`src/hdl/anl_pkg.sv`:
```
// constants and register map for the asynchronous notification latch
package anl_pkg;
   localparam int ADDR_W = 4;
   localparam logic [ADDR_W-1:0] OFS_LATCH = 4'h0;
   localparam logic [ADDR_W-1:0] OFS_STATUS = 4'h4;
   localparam logic [ADDR_W-1:0] OFS_MASK = 4'h8;
   localparam logic [ADDR_W-1:0] OFS_CTRL = 4'hc;
   localparam int TGT_W = 4;
   localparam int NUM_TGT = 16;
   localparam int ST_SDB = 0;
   localparam int ST_WRONG = 1;
   localparam int ST_W = 2;
   localparam int CTL_CBS = 0;
   localparam int CTL_TGT_LSB = 4;
   localparam int CAP_BIT = 31;
   localparam logic [1:0] RESP_OKAY = 2'h0;
   localparam logic [1:0] RESP_SLVERR = 2'h2;
endpackage

```
`src/hdl/anl_notify_latch.sv`:
```
// asynchronous notification latch with axi4-lite register slave
module anl_notify_latch (
   input wire logic core_clk,
   input wire logic nrst,
   input wire logic clkEn,
   input wire logic [3:0] awaddr,
   input wire logic awvalid,
   output logic awready,
   input wire logic [31:0] wdata,
   input wire logic [3:0] wstrb,
   input wire logic wvalid,
   output logic wready,
   output logic [1:0] bresp,
   output logic bvalid,
   input wire logic bready,
   input wire logic [3:0] araddr,
   input wire logic arvalid,
   output logic arready,
   output logic [31:0] rdata,
   output logic [1:0] rresp,
   output logic rvalid,
   input wire logic rready,
   input wire logic sdbValid,
   input wire logic [3:0] multiplierTargetField,
   input wire logic sdbIntrBit,
   input wire logic sdbNotifyBit,
   input wire logic otherFrameValid,
   output logic postFrame,
   output logic updateTaskFile,
   output logic intrOut
);
   logic [anl_pkg::NUM_TGT-1:0] asyncNotifyLatch_r;
   logic [anl_pkg::ST_W-1:0] status_r;
   logic [anl_pkg::ST_W-1:0] mask_r;
   logic cmdSwitch_r;
   logic [anl_pkg::TGT_W-1:0] curTarget_r;
   logic [3:0] awAddr_r;
   logic awHave_r;
   logic [31:0] wData_r;
   logic [3:0] wStrb_r;
   logic wHave_r;
   logic wrFire;
   logic tgtMatch;
   logic anyFrame;
   logic [anl_pkg::TGT_W-1:0] frameTgt;
   logic dropFrame;
   logic setSdb;
   logic setWrong;
   logic [anl_pkg::NUM_TGT-1:0] latchSet;
   logic [anl_pkg::NUM_TGT-1:0] latchClr;
   logic [anl_pkg::ST_W-1:0] stClr;
   logic [31:0] rdVal;
   logic rdOk;

   ////////////////////////////////////////////////////////////////////////////
   // frame decode
   assign frameTgt = multiplierTargetField;
   assign anyFrame = sdbValid | otherFrameValid;
   assign tgtMatch = frameTgt == curTarget_r;
   // mismatch under command switching drops the frame, notify or not
   assign dropFrame = cmdSwitch_r & ~tgtMatch;
   // notification bypasses the target check for latch and sdb status
   assign setSdb = sdbValid & sdbIntrBit & (sdbNotifyBit | ~dropFrame);
   // wrong-target status only for non-notifying frames
   assign setWrong = anyFrame & dropFrame & ~(sdbValid & sdbNotifyBit);

   always_ff @(posedge core_clk or negedge nrst) begin
      if (!nrst) begin
         postFrame <= 1'b0;
         updateTaskFile <= 1'b0;
      end else if (clkEn) begin
         postFrame <= anyFrame & ~dropFrame;
         updateTaskFile <= sdbValid & ~dropFrame;
      end
   end

   ////////////////////////////////////////////////////////////////////////////
   // notification latch, one sticky bit per target
   assign wrFire = awHave_r & wHave_r & ~bvalid;

   genvar gi;
   generate
      for (gi = 0; gi < anl_pkg::NUM_TGT; gi++) begin : g_tgt
         localparam logic [anl_pkg::TGT_W-1:0] TGT_ID = (anl_pkg::TGT_W)'(gi);
         assign latchSet[gi] = sdbValid & sdbNotifyBit &
            (frameTgt == TGT_ID);
         assign latchClr[gi] = wrFire & (awAddr_r == anl_pkg::OFS_LATCH) &
            wStrb_r[gi/8] & wData_r[gi];
      end
   endgenerate

   always_ff @(posedge core_clk or negedge nrst) begin
      if (!nrst) begin
         asyncNotifyLatch_r <= '0;
      end else if (clkEn) begin
         // set wins over a same-cycle clear; other targets are untouched
         asyncNotifyLatch_r <= (asyncNotifyLatch_r & ~latchClr) | latchSet;
      end
   end

   ////////////////////////////////////////////////////////////////////////////
   // interrupt status, write one to clear
   assign stClr = (wrFire & (awAddr_r == anl_pkg::OFS_STATUS) & wStrb_r[0]) ?
      wData_r[anl_pkg::ST_W-1:0] : '0;

   always_ff @(posedge core_clk or negedge nrst) begin
      if (!nrst) begin
         status_r <= '0;
      end else if (clkEn) begin
         status_r[anl_pkg::ST_SDB] <= (status_r[anl_pkg::ST_SDB] &
            ~stClr[anl_pkg::ST_SDB]) | setSdb;
         status_r[anl_pkg::ST_WRONG] <= (status_r[anl_pkg::ST_WRONG] &
            ~stClr[anl_pkg::ST_WRONG]) | setWrong;
      end
   end

   assign intrOut = |(status_r & mask_r);

   ////////////////////////////////////////////////////////////////////////////
   // control registers
   always_ff @(posedge core_clk or negedge nrst) begin
      if (!nrst) begin
         mask_r <= '0;
         cmdSwitch_r <= 1'b0;
         curTarget_r <= '0;
      end else if (clkEn && wrFire && wStrb_r[0]) begin
         if (awAddr_r == anl_pkg::OFS_MASK) begin
            mask_r <= wData_r[anl_pkg::ST_W-1:0];
         end
         if (awAddr_r == anl_pkg::OFS_CTRL) begin
            cmdSwitch_r <= wData_r[anl_pkg::CTL_CBS];
            curTarget_r <= wData_r[anl_pkg::CTL_TGT_LSB +: anl_pkg::TGT_W];
         end
      end
   end

   ////////////////////////////////////////////////////////////////////////////
   // axi4-lite write path: address and data taken in either order
   assign awready = ~awHave_r;
   assign wready = ~wHave_r;

   always_ff @(posedge core_clk or negedge nrst) begin
      if (!nrst) begin
         awHave_r <= 1'b0;
         awAddr_r <= '0;
         wHave_r <= 1'b0;
         wData_r <= '0;
         wStrb_r <= '0;
         bvalid <= 1'b0;
         bresp <= anl_pkg::RESP_OKAY;
      end else if (clkEn) begin
         if (awvalid && awready) begin
            awHave_r <= 1'b1;
            awAddr_r <= awaddr;
         end
         if (wvalid && wready) begin
            wHave_r <= 1'b1;
            wData_r <= wdata;
            wStrb_r <= wstrb;
         end
         if (wrFire) begin
            awHave_r <= 1'b0;
            wHave_r <= 1'b0;
            bvalid <= 1'b1;
            bresp <= anl_pkg::RESP_OKAY;
         end else if (bvalid && bready) begin
            bvalid <= 1'b0;
         end
      end
   end

   ////////////////////////////////////////////////////////////////////////////
   // axi4-lite read path
   always_comb begin
      rdVal = '0;
      rdOk = 1'b1;
      case (araddr)
         anl_pkg::OFS_LATCH: rdVal[anl_pkg::NUM_TGT-1:0] = asyncNotifyLatch_r;
         anl_pkg::OFS_STATUS: rdVal[anl_pkg::ST_W-1:0] = status_r;
         anl_pkg::OFS_MASK: rdVal[anl_pkg::ST_W-1:0] = mask_r;
         anl_pkg::OFS_CTRL: begin
            rdVal[anl_pkg::CTL_CBS] = cmdSwitch_r;
            rdVal[anl_pkg::CTL_TGT_LSB +: anl_pkg::TGT_W] = curTarget_r;
            rdVal[anl_pkg::CAP_BIT] = 1'b1;
         end
         default: rdOk = 1'b0;
      endcase
   end

   assign arready = ~rvalid;

   always_ff @(posedge core_clk or negedge nrst) begin
      if (!nrst) begin
         rvalid <= 1'b0;
         rdata <= '0;
         rresp <= anl_pkg::RESP_OKAY;
      end else if (clkEn) begin
         if (arvalid && arready) begin
            rvalid <= 1'b1;
            rdata <= rdVal;
            rresp <= rdOk ? anl_pkg::RESP_OKAY : anl_pkg::RESP_SLVERR;
         end else if (rvalid && rready) begin
            rvalid <= 1'b0;
         end
      end
   end

   ////////////////////////////////////////////////////////////////////////////
   // checks
   notify_latch_a: assert property (@(posedge core_clk) disable iff (!nrst)
      clkEn && sdbValid && sdbNotifyBit
      |=> asyncNotifyLatch_r[$past(frameTgt)])
      else $error("notify frame did not set latch bit");

   target_zero_a: assert property (@(posedge core_clk) disable iff (!nrst)
      clkEn && sdbValid && sdbNotifyBit && multiplierTargetField == 4'h0
      |=> asyncNotifyLatch_r[0])
      else $error("target zero did not set bit 0");

   target_field_a: assert property (@(posedge core_clk) disable iff (!nrst)
      clkEn && sdbValid && sdbNotifyBit && !wrFire
      |=> asyncNotifyLatch_r == ($past(asyncNotifyLatch_r) | (16'h1 << $past(frameTgt))))
      else $error("latch bit not at frame target");

   sdb_status_a: assert property (@(posedge core_clk) disable iff (!nrst)
      clkEn && sdbValid && sdbIntrBit && sdbNotifyBit
      |=> status_r[anl_pkg::ST_SDB])
      else $error("sdb status not set");

   plain_sdb_a: assert property (@(posedge core_clk) disable iff (!nrst)
      clkEn && sdbValid && sdbIntrBit && !(cmdSwitch_r && !tgtMatch)
      |=> status_r[anl_pkg::ST_SDB])
      else $error("accepted sdb frame did not set status");

   no_sdb_drop_a: assert property (@(posedge core_clk) disable iff (!nrst)
      clkEn && !status_r[anl_pkg::ST_SDB] && !(sdbValid && sdbIntrBit)
      |=> !status_r[anl_pkg::ST_SDB])
      else $error("sdb status set without interrupt frame");

   drop_sdb_quiet_a: assert property (@(posedge core_clk) disable iff (!nrst)
      clkEn && !status_r[anl_pkg::ST_SDB] && sdbValid && !sdbNotifyBit && cmdSwitch_r && !tgtMatch
      |=> !status_r[anl_pkg::ST_SDB])
      else $error("dropped frame set sdb status");

   no_wrong_notify_a: assert property (@(posedge core_clk) disable iff (!nrst)
      clkEn && sdbValid && sdbNotifyBit && !otherFrameValid && !status_r[anl_pkg::ST_WRONG]
      |=> !status_r[anl_pkg::ST_WRONG])
      else $error("wrong-target status set by notify frame");

   wrong_set_a: assert property (@(posedge core_clk) disable iff (!nrst)
      clkEn && anyFrame && cmdSwitch_r && !tgtMatch && !(sdbValid && sdbNotifyBit)
      |=> status_r[anl_pkg::ST_WRONG])
      else $error("wrong-target status not set");

   wrong_quiet_a: assert property (@(posedge core_clk) disable iff (!nrst)
      clkEn && !status_r[anl_pkg::ST_WRONG] && !(anyFrame && cmdSwitch_r && !tgtMatch)
      |=> !status_r[anl_pkg::ST_WRONG])
      else $error("wrong-target status set without mismatch");

   drop_mismatch_a: assert property (@(posedge core_clk) disable iff (!nrst)
      clkEn && cmdSwitch_r && anyFrame && !tgtMatch
      |=> !postFrame && !updateTaskFile)
      else $error("mismatched frame was processed");

   notify_drop_a: assert property (@(posedge core_clk) disable iff (!nrst)
      clkEn && sdbValid && sdbNotifyBit && cmdSwitch_r && !tgtMatch
      |=> !updateTaskFile)
      else $error("mismatched notify frame updated task file");

   match_post_a: assert property (@(posedge core_clk) disable iff (!nrst)
      clkEn && sdbValid && (!cmdSwitch_r || tgtMatch)
      |=> postFrame && updateTaskFile)
      else $error("matching frame not processed");

   other_post_a: assert property (@(posedge core_clk) disable iff (!nrst)
      clkEn && otherFrameValid && !sdbValid && (!cmdSwitch_r || tgtMatch)
      |=> postFrame && !updateTaskFile)
      else $error("accepted plain frame handled wrongly");

   idle_quiet_a: assert property (@(posedge core_clk) disable iff (!nrst)
      clkEn && !anyFrame
      |=> !postFrame && !updateTaskFile)
      else $error("frame processing without a frame");

   ////////////////////////////////////////////////////////////////////////////
   // latch and interrupt checks
   latch_sticky_a: assert property (@(posedge core_clk) disable iff (!nrst)
      clkEn && !wrFire
      |=> (asyncNotifyLatch_r & $past(asyncNotifyLatch_r)) == $past(asyncNotifyLatch_r))
      else $error("latch bit lost without clear");

   latch_clear_a: assert property (@(posedge core_clk) disable iff (!nrst)
      clkEn && |latchClr && !sdbValid
      |=> (asyncNotifyLatch_r & $past(latchClr)) == '0)
      else $error("latch bit not cleared by write");

   set_wins_a: assert property (@(posedge core_clk) disable iff (!nrst)
      clkEn && |(latchSet & latchClr)
      |=> (asyncNotifyLatch_r & $past(latchSet)) == $past(latchSet))
      else $error("clear beat a same-cycle notification");

   latch_quiet_a: assert property (@(posedge core_clk) disable iff (!nrst)
      clkEn && !sdbValid && !wrFire
      |=> $stable(asyncNotifyLatch_r))
      else $error("latch changed without frame or write");

   one_target_a: assert property (@(posedge core_clk) disable iff (!nrst)
      clkEn
      |=> $countones(asyncNotifyLatch_r & ~$past(asyncNotifyLatch_r)) <= 1)
      else $error("more than one latch bit set at once");

   intr_sdb_a: assert property (@(posedge core_clk) disable iff (!nrst)
      clkEn && mask_r[anl_pkg::ST_SDB] && sdbValid && sdbIntrBit && sdbNotifyBit
      |=> intrOut)
      else $error("enabled sdb interrupt not raised");

   intr_masked_a: assert property (@(posedge core_clk) disable iff (!nrst)
      mask_r == '0
      |-> !intrOut)
      else $error("interrupt raised while all masked");

   status_clear_a: assert property (@(posedge core_clk) disable iff (!nrst)
      clkEn && wrFire && awAddr_r == anl_pkg::OFS_STATUS && wStrb_r[0] && wData_r[0] && !sdbValid
      |=> !status_r[anl_pkg::ST_SDB])
      else $error("sdb status not cleared by write");

   ////////////////////////////////////////////////////////////////////////////
   // register bus checks
   cap_bit_a: assert property (@(posedge core_clk) disable iff (!nrst)
      clkEn && arvalid && arready && araddr == anl_pkg::OFS_CTRL
      |=> rdata[anl_pkg::CAP_BIT])
      else $error("capability bit not one");

   bad_addr_a: assert property (@(posedge core_clk) disable iff (!nrst)
      clkEn && arvalid && arready && araddr[1:0] != 2'h0
      |=> rresp == anl_pkg::RESP_SLVERR && rdata == '0)
      else $error("misaligned read not refused");

   write_resp_a: assert property (@(posedge core_clk) disable iff (!nrst)
      clkEn && wrFire
      |=> bvalid && bresp == anl_pkg::RESP_OKAY)
      else $error("write response missing");

   bvalid_hold_a: assert property (@(posedge core_clk) disable iff (!nrst)
      clkEn && bvalid && !bready
      |=> bvalid && $stable(bresp))
      else $error("write response dropped early");

   rvalid_hold_a: assert property (@(posedge core_clk) disable iff (!nrst)
      clkEn && rvalid && !rready
      |=> rvalid && $stable(rdata) && $stable(rresp))
      else $error("read response dropped early");

   read_answer_a: assert property (@(posedge core_clk) disable iff (!nrst)
      clkEn && arvalid && arready
      |=> rvalid)
      else $error("read answer missing");
endmodule

```
`config.mk`:
```
export PLATFORM = sky130hd
export DESIGN_NAME = anl_notify_latch
export DESIGN_NICKNAME = d
export VERILOG_FILES = /design/src/hdl/anl_pkg.sv /design/src/hdl/anl_notify_latch.sv
export SDC_FILE = /design/constraint.sdc
export NUM_CORES = 1
export LEC_CHECK = 0
export BUFFER_PORTS_ARGS = -buffer_cell sky130_fd_sc_hd__buf_2
export CAP_MARGIN = 20
export CORE_MARGIN = 10
export CORE_UTILIZATION = 30
export CTS_CLUSTER_SIZE = 12
export DETAILED_ROUTE_END_ITERATION = 12
export SLEW_MARGIN = 25
export SYNTH_ARGS = -nofsm -noshare
export SYNTH_HDL_FRONTEND = slang
export SYNTH_SLANG_ARGS = --single-unit
export TNS_END_PERCENT = 30
```
`constraint.sdc`:
```
create_clock -name core_clk -period 1.9 [get_ports core_clk]
set_clock_uncertainty 0.2 [all_clocks]
set_input_delay 0.095 -clock core_clk [delete_from_list [all_inputs] [get_ports core_clk]]
set_output_delay 0.095 -clock core_clk [all_outputs]
set_load 0.02 [all_outputs]
```
==> key figures, run 1 <==
Global routing
  • GR Util met3: 0.0253
  • All-layer global routing usage: 0.105
  • Initial antenna violation count: 0
  • Vias in the first global route: 2,458
  • Largest net degree at the start of global routing: between 70 and 80
  • Met2 Usage GRT: 0.164
  • M1 GR Usage: 0.136
  • Total gr overflow: 0
  • First-pass GRT wire length: ~13 mm
  • Most used routing layer: met2

Clocking
  • Clock Sinks: around 70
  • CTS tree: yes
  • CTS H-tree depth: 3
  • Clk root buf: clkbuf_8
  • Clock buffer depth: 2
  • TritonCTS Buffers: 9
  • Worst-path clk slew: ~80 ps
  • Worst-Skew Late Latency: 340 ps

Layout
  • Nets: 429
  • Fraction of layout cells with a size suffix above 1: 0.340
  • Most frequent cells in the layout: dfrtp_1, buf_2, dlygate4sd3_1
  • Most common cell after layout, fill and taps aside: dfrtp_1
  • Area grow syn2layout: 33.8%
  • Fin cells: 510
  • Finished Cell Area: about 0.0043 mm2
  • N_diodes: 0

Synthesis
  • Synth Cell Area: 0.00322 mm2
  • Post-synthesis compound-gate area fraction: 0.120
  • Post-Syn Area per Cell: 12.7 um2
  • Area share of the largest cell type after synthesis: 0.551
  • Largest family of logic cells by synthesized area: simple AND/OR/NAND/NOR gates
  • Post-Synth Simple-Gate Area: 0.126
  • Top cells by area, synth: dfrtp_1, mux2_2, a22o_1
  • Adder-cell area share of the yosys netlist: 0
  • Largest area contributor in the netlist: dfrtp_1
  • Sequential element share of the synthesized area: 0.551
  • Library cells used by synthesis: 42
  • Post-synth EDFFs: 0
  • Cells after Synth: 253
  • Mux cell area share after synthesis: 0.120
  • Xor and xnor area share after synthesis: 0.0109
  • Ys Warns: 0
  • Top_reg_cell synth: dfrtp_1
  • Flops & latches, synth: 71
  • FFs w/ async S/R, synth: 1.00

Place
  • Placed cell area: 0.00367 mm2
  • PortBufs: 67
  • Post-place setup slack: 144 ps
  • Dpl hpwl: 5.89 mm
  • GPL Wtd Cong: approximately 0.78
  • # placed instances: 450

Detailed routing
  • WL final: 7.78 mm
  • Initial DRC Count: 160
  • Vias per cell: 4.60
  • DRC violation count after routing: 0
  • Routed Antenna Nets: 0
  • Drt wl/cell: 15.3 um
  • Vias: between 2,000 and 2,500
  • Pre-antenna DRT Iters: 5

Setup path
  • Startpoint Class: input pin
  • Crit path kind: input pin to flop
  • Crit Path Max Fanout: 13
  • Crit-path max cell delay: 520 ps
  • Slowest-stage cell, CP: dlygate4sd3_1
  • Critical Path AT: 1840 ps
  • Crit path required time: 1920 ps
  • Critical Path Sink Type: flop
  • Worst-path cell chain: dlygate4sd3_1 > buf_2 > and4b_1 > and4_1 > mux2_4

Floorplan
  • Chip height: 124 um
  • Core Region: approximately 0.010 mm2
  • Full die area: about 0.015 mm2
  • Die W: 124 um
  • IO Pins: 104
  • Initial Utilization: 0.310
  • Site row count: 37

Timing
  • Fin crit share: 0.960
  • Final hold viol count: 0
  • Final Slew Violations: 0
  • Fin worst setup slack: ~76 ps
  • Measured slew at the worst slew-check pin: 532 ps
  • Period minus WS final: 1820 ps
  • Final setup violation count: 0
  • Achievable frequency: 548 MHz
  • Slew margin rel.: 0.644
  • Setup TNS: 0 ps
  • RSZ-0062 raised after global routing: no

Power
  • Max rail drop VDD: 0.343 mV
  • Leak: between 2 and 2.5 nW
  • Final Total Pwr: between 0.004 and 0.005 W
  • Pwr/cell area: 1150 mW/mm2

Hold path
  • Min-Delay Path Class: input pin to flop

Status
  • Status: complete, no violations

Flow run
  • Maxcap violations: 0
## Yosys cell counts (2+ instances only)
master     number
a22o_1         19
a221o_1         4
a21o_1          2
a21oi_1         3
nand3b_1        2
nand2_1         7
nor2b_1         3
o21ai_0         2
a32o_1          3
buf_2           7
a41oi_1         2
buf_4          20
o22ai_1         2
dfrtp_1        71
o2bb2ai_1       9
mux2i_1         2
mux2_4          5
nand2b_1        3
and2_0          4
inv_1           8
nand4_1        18
nor2_1          5
clkbuf_1        3
xnor2_1         4
nor3b_1         3
mux2_2         24
nand3_1         3
## per-stage QoR
stage               hold slack [ps]   util
floorplan                      -401      -
CTS                            9.22  0.414
global placement              -53.0  0.352
finish                         16.7  0.414
global route                   34.8  0.414
detailed placement            -51.6  0.352
## flip-flops by register name, summed over array words and instances, names as in the netlist
| name | cells |
|---|---|
| wHave_r | 1 |
| rvalid | 1 |
| rdata | 17 |
| awHave_r | 1 |
| status_r | 2 |
| wStrb_r | 2 |
| wData_r | 16 |
| rresp | 1 |
| postFrame | 1 |
| bvalid | 1 |
| awAddr_r | 4 |
| cmdSwitch_r | 1 |
| updateTaskFile | 1 |
| curTarget_r | 4 |
| mask_r | 2 |
| asyncNotifyLatch_r | 16 |
## routing by layer
layer / vias up / share of wire / wire [um]
met1: 1135 / 0.45 / 3490
li1: 1140 / - / -
met3: 8 / 0.053 / 409
met5: - / 0 / 0
met2: 63 / 0.48 / 3770
met4: 0 / 0.014 / 106
## area by class of cell
type | instances | area [um2]
fillers | 985 | 6100
flip-flops and latches | 71 | 1780
multi-input cells | 160 | 1280
repair buffers | 119 | 848
well taps | 136 | 170
clock buffers | 10 | 138
clock inverters | 6 | 68.8
inverters | 8 | 30.0
## power by group
part	total, W	switching [W]	internal (W)
registers	0.00242	0.000412	0.00200
logic	0.00133	0.000618	0.000708
clock network	0.00123	0.000579	0.000649
## what timing repair did
action	4_1_cts	5_1_grt
hold buffers	44	0
setup buffers	0	0
resized for setup	0	0
endpoints found under the hold margin	114	0
## cells by family (layout without fill, tap and decap cells)
logic type                count (synthesis)  in the layout
AOI/OAI and AO/OA                        46             46
xor gates and xnor gates                  4              4
buffers and inverters                    39            143
DFF                                      71             71
muxes                                    32             32
other                                     1             18
and+or+nand+nor                          60             60
## final timing paths
kind / from / end / slack (ps) / cells after the start
hold / removal: araddr[2] / rdata[1] / 20 / 4
setup reg to reg: awAddr_r[1] / curTarget_r[2] / 140 / 3
max in group asynchronous: nrst / asyncNotifyLatch_r[0] / 1080 / 3
min in group asynchronous: nrst / awHave_r / 100 / 3
setup / recovery: clkEn / curTarget_r[2] / 80 / 5
hold reg to reg: rdata[31] / rdata[31] / 280 / 1
## worst max-delay path, delay by kind of cell
family	cells	cell delay, ps
buffers and inverters	2	770
multiplexers	1	340
AND/OR/NAND/NOR	2	640
(Power assumes the default switching activity.)
==> inputs of run 2 (changes only) <==
CORE_MARGIN = unset   (was 10)
==> key figures, run 2 (synthesis gave the netlist of run 1 again) <==
Layout
  • Number of flip-flops under the largest register name: 17
  • Top reg by flops: rdata
  • Fill count: 1,015
  • Most common cell after layout, fill and taps aside: dfrtp_1
  • Finished Cell Area: 0.00432 mm2
  • Register area: 0.00178 mm2
  • Area grow syn2layout: 33.9%
  • Nets: 429
  • Area taken by multi-input logic gates: 0.00128 mm2
  • Most frequent cells in the layout: dfrtp_1, buf_2, dlygate4sd3_1
  • N_diodes: 0
  • Fraction of layout cells with a size suffix above 1: 0.340
  • Top flop regs: rdata x17, asyncNotifyLatch_r x16, wData_r x16

Timing
  • Final hold viol count: 0
  • Setup TNS: 0 ps
  • Final setup violation count: 0
  • Period minus WS final: 1860 ps
  • Achievable frequency: 538 MHz
  • Hold slack: 10.3 ps
  • Final Slew Violations: 0
  • Slew margin rel.: 0.669
  • Fin crit share: 0.979
  • RSZ-0062 raised after global routing: no
  • Measured slew at the worst slew-check pin: 493 ps

Global routing
  • All-layer global routing usage: 0.135
  • Vias in the first global route: 2,386
  • M1 GR Usage: 0.176
  • GR Util met3: 0.0223
  • Most used routing layer: met2
  • Total gr overflow: 0
  • Initial antenna violation count: 0
  • First-pass GRT wire length: 11.7 mm
  • Largest net degree at the start of global routing: 72
  • Met2 Usage GRT: 0.217

Setup path
  • Crit Path Max Fanout: 13
  • Crit-path leading delay family: buffers and inverters
  • Critical Path AT: 1880 ps
  • Crit path buf inv count: 2
  • Crit path kind: input pin to flop
  • Worst-path cell chain: dlygate4sd3_1 > buf_2 > and4b_1 > and4_1 > mux2_4
  • Crit-path max cell delay: 520 ps
  • Critical Path Sink Type: flop
  • Startpoint Class: input pin
  • Crit path required time: 1920 ps
  • Slowest-stage cell, CP: dlygate4sd3_1

Place
  • Placed cell area: 0.00367 mm2
  • Dpl hpwl: 5.19 mm
  • GPL Wtd Cong: 0.797
  • PortBufs: 67

Detailed routing
  • Vias: ~2,300
  • Initial DRC Count: 114
  • Drt wl/cell: 14.0 um
  • Vias per cell: 4.56
  • Routed Antenna Nets: 0
  • WL final: roughly 7.1 mm
  • DRC violation count after routing: 0
  • Pre-antenna DRT Iters: 6

Power
  • Net switching power: 0.00158 W
  • Clock network power share: 0.248
  • Final Total Pwr: 0.00497 W
  • Pwr/cell area: 1150 mW/mm2
  • Int Pwr: 0.00339 W
  • Max rail drop VDD: 0.392 mV
  • Leak: between 2 and 2.5 nW
  • Switching Fraction: 0.317
  • Combinational power share: 0.265
  • Sequential share of power: 0.487

Floorplan
  • Initial Utilization: 0.311
  • Core Region: 0.0104 mm2
  • Chip height: 106 um
  • Full die area: 0.0112 mm2
  • Site row count: 37
  • Die W: 106 um
  • IO Pins: 104

Clocking
  • Setup Buffers After CTS: 0
  • Clock Sinks: between 70 and 80
  • CTS tree: yes
  • Clock buffer depth: 2
  • Worst-Skew Late Latency: approximately 340 ps
  • Clk root buf: clkbuf_8
  • TritonCTS Buffers: 9
  • CTS H-tree depth: 3
  • Worst-path clk slew: 70 ps

Status
  • Status: complete, no violations

Hold path
  • Min-Delay Path Class: input pin to flop

Flow run
  • Maxcap violations: 0
run 2: cell count changes in the layout (fill, tap and decap cells not counted), sizes merged:
| cell | previous run | this run |
|---|---|---|
| clkbuf | 10 | 11 |
| inv | 9 | 8 |
run 2: area by class of cell:
class	instances	share of cell area
Clock inverter	5	0.0130
Inverter	8	0.00695
Sequential cell	71	0.411
Timing Repair Buffer	119	0.197
Clock buffer	11	0.0351
Tap cell	136	0.0394
Multi-Input combinational cell	160	0.297
run 2: stage by stage:
step	utilization	worst slack (ps)	std cells
6_report	0.416	40.0	510
5_1_grt	0.416	4.12	510
4_1_cts	0.416	98.9	510
3_5_place_dp	0.354	162	450
3_3_place_gp	0.354	187	450
2_1_floorplan	-	149	270
run 2: power by group through the flow:
stage                     Clock [W]  Sequential, W  Combinational (W)
final                       0.00123        0.00242            0.00132
after global routing        0.00132        0.00250            0.00144
after CTS                   0.00127        0.00242            0.00132
after detailed placement          0        0.00245            0.00123
after global placement            0        0.00242            0.00119
after floorplan                   0        0.00236           0.000921
run 2: what timing repair did:
action,in CTS,in global routing
setup endpoints to repair,0,2
endpoints found under the hold margin,115,0
hold buffers,44,0
gates resized for setup,0,1
run 2: per-layer routing:
metal  routed length, um  part of all wire  vias to the layer above
met5                   0                 0                        -
met4                 121             0.017                        0
met3                 207             0.029                        8
met2                3450              0.48                       53
met1                3340              0.47                     1123
li1                    -                 -                     1144
run 2: worst paths after layout:
path                                          start               endpoint  slack [ps]  depth (start not counted)
max                                           clkEn         curTarget_r[3]          40                          5
min                        multiplierTargetField[1]  asyncNotifyLatch_r[3]          10                          3
max reg2reg                             awAddr_r[1]         curTarget_r[3]         140                          3
min reg2reg                               rdata[31]              rdata[31]         290                          1
max in group asynchronous                      nrst  asyncNotifyLatch_r[0]        1080                          3
min in group asynchronous                      nrst                 bvalid         100                          3
run 2: worst reg2reg max path, delay by kind of cell (launching register included):
family / cells / cell delay (ps)
AND/OR/NAND/NOR: 2 / 700
multiplexers: 1 / 330
flip-flops: 1 / 420
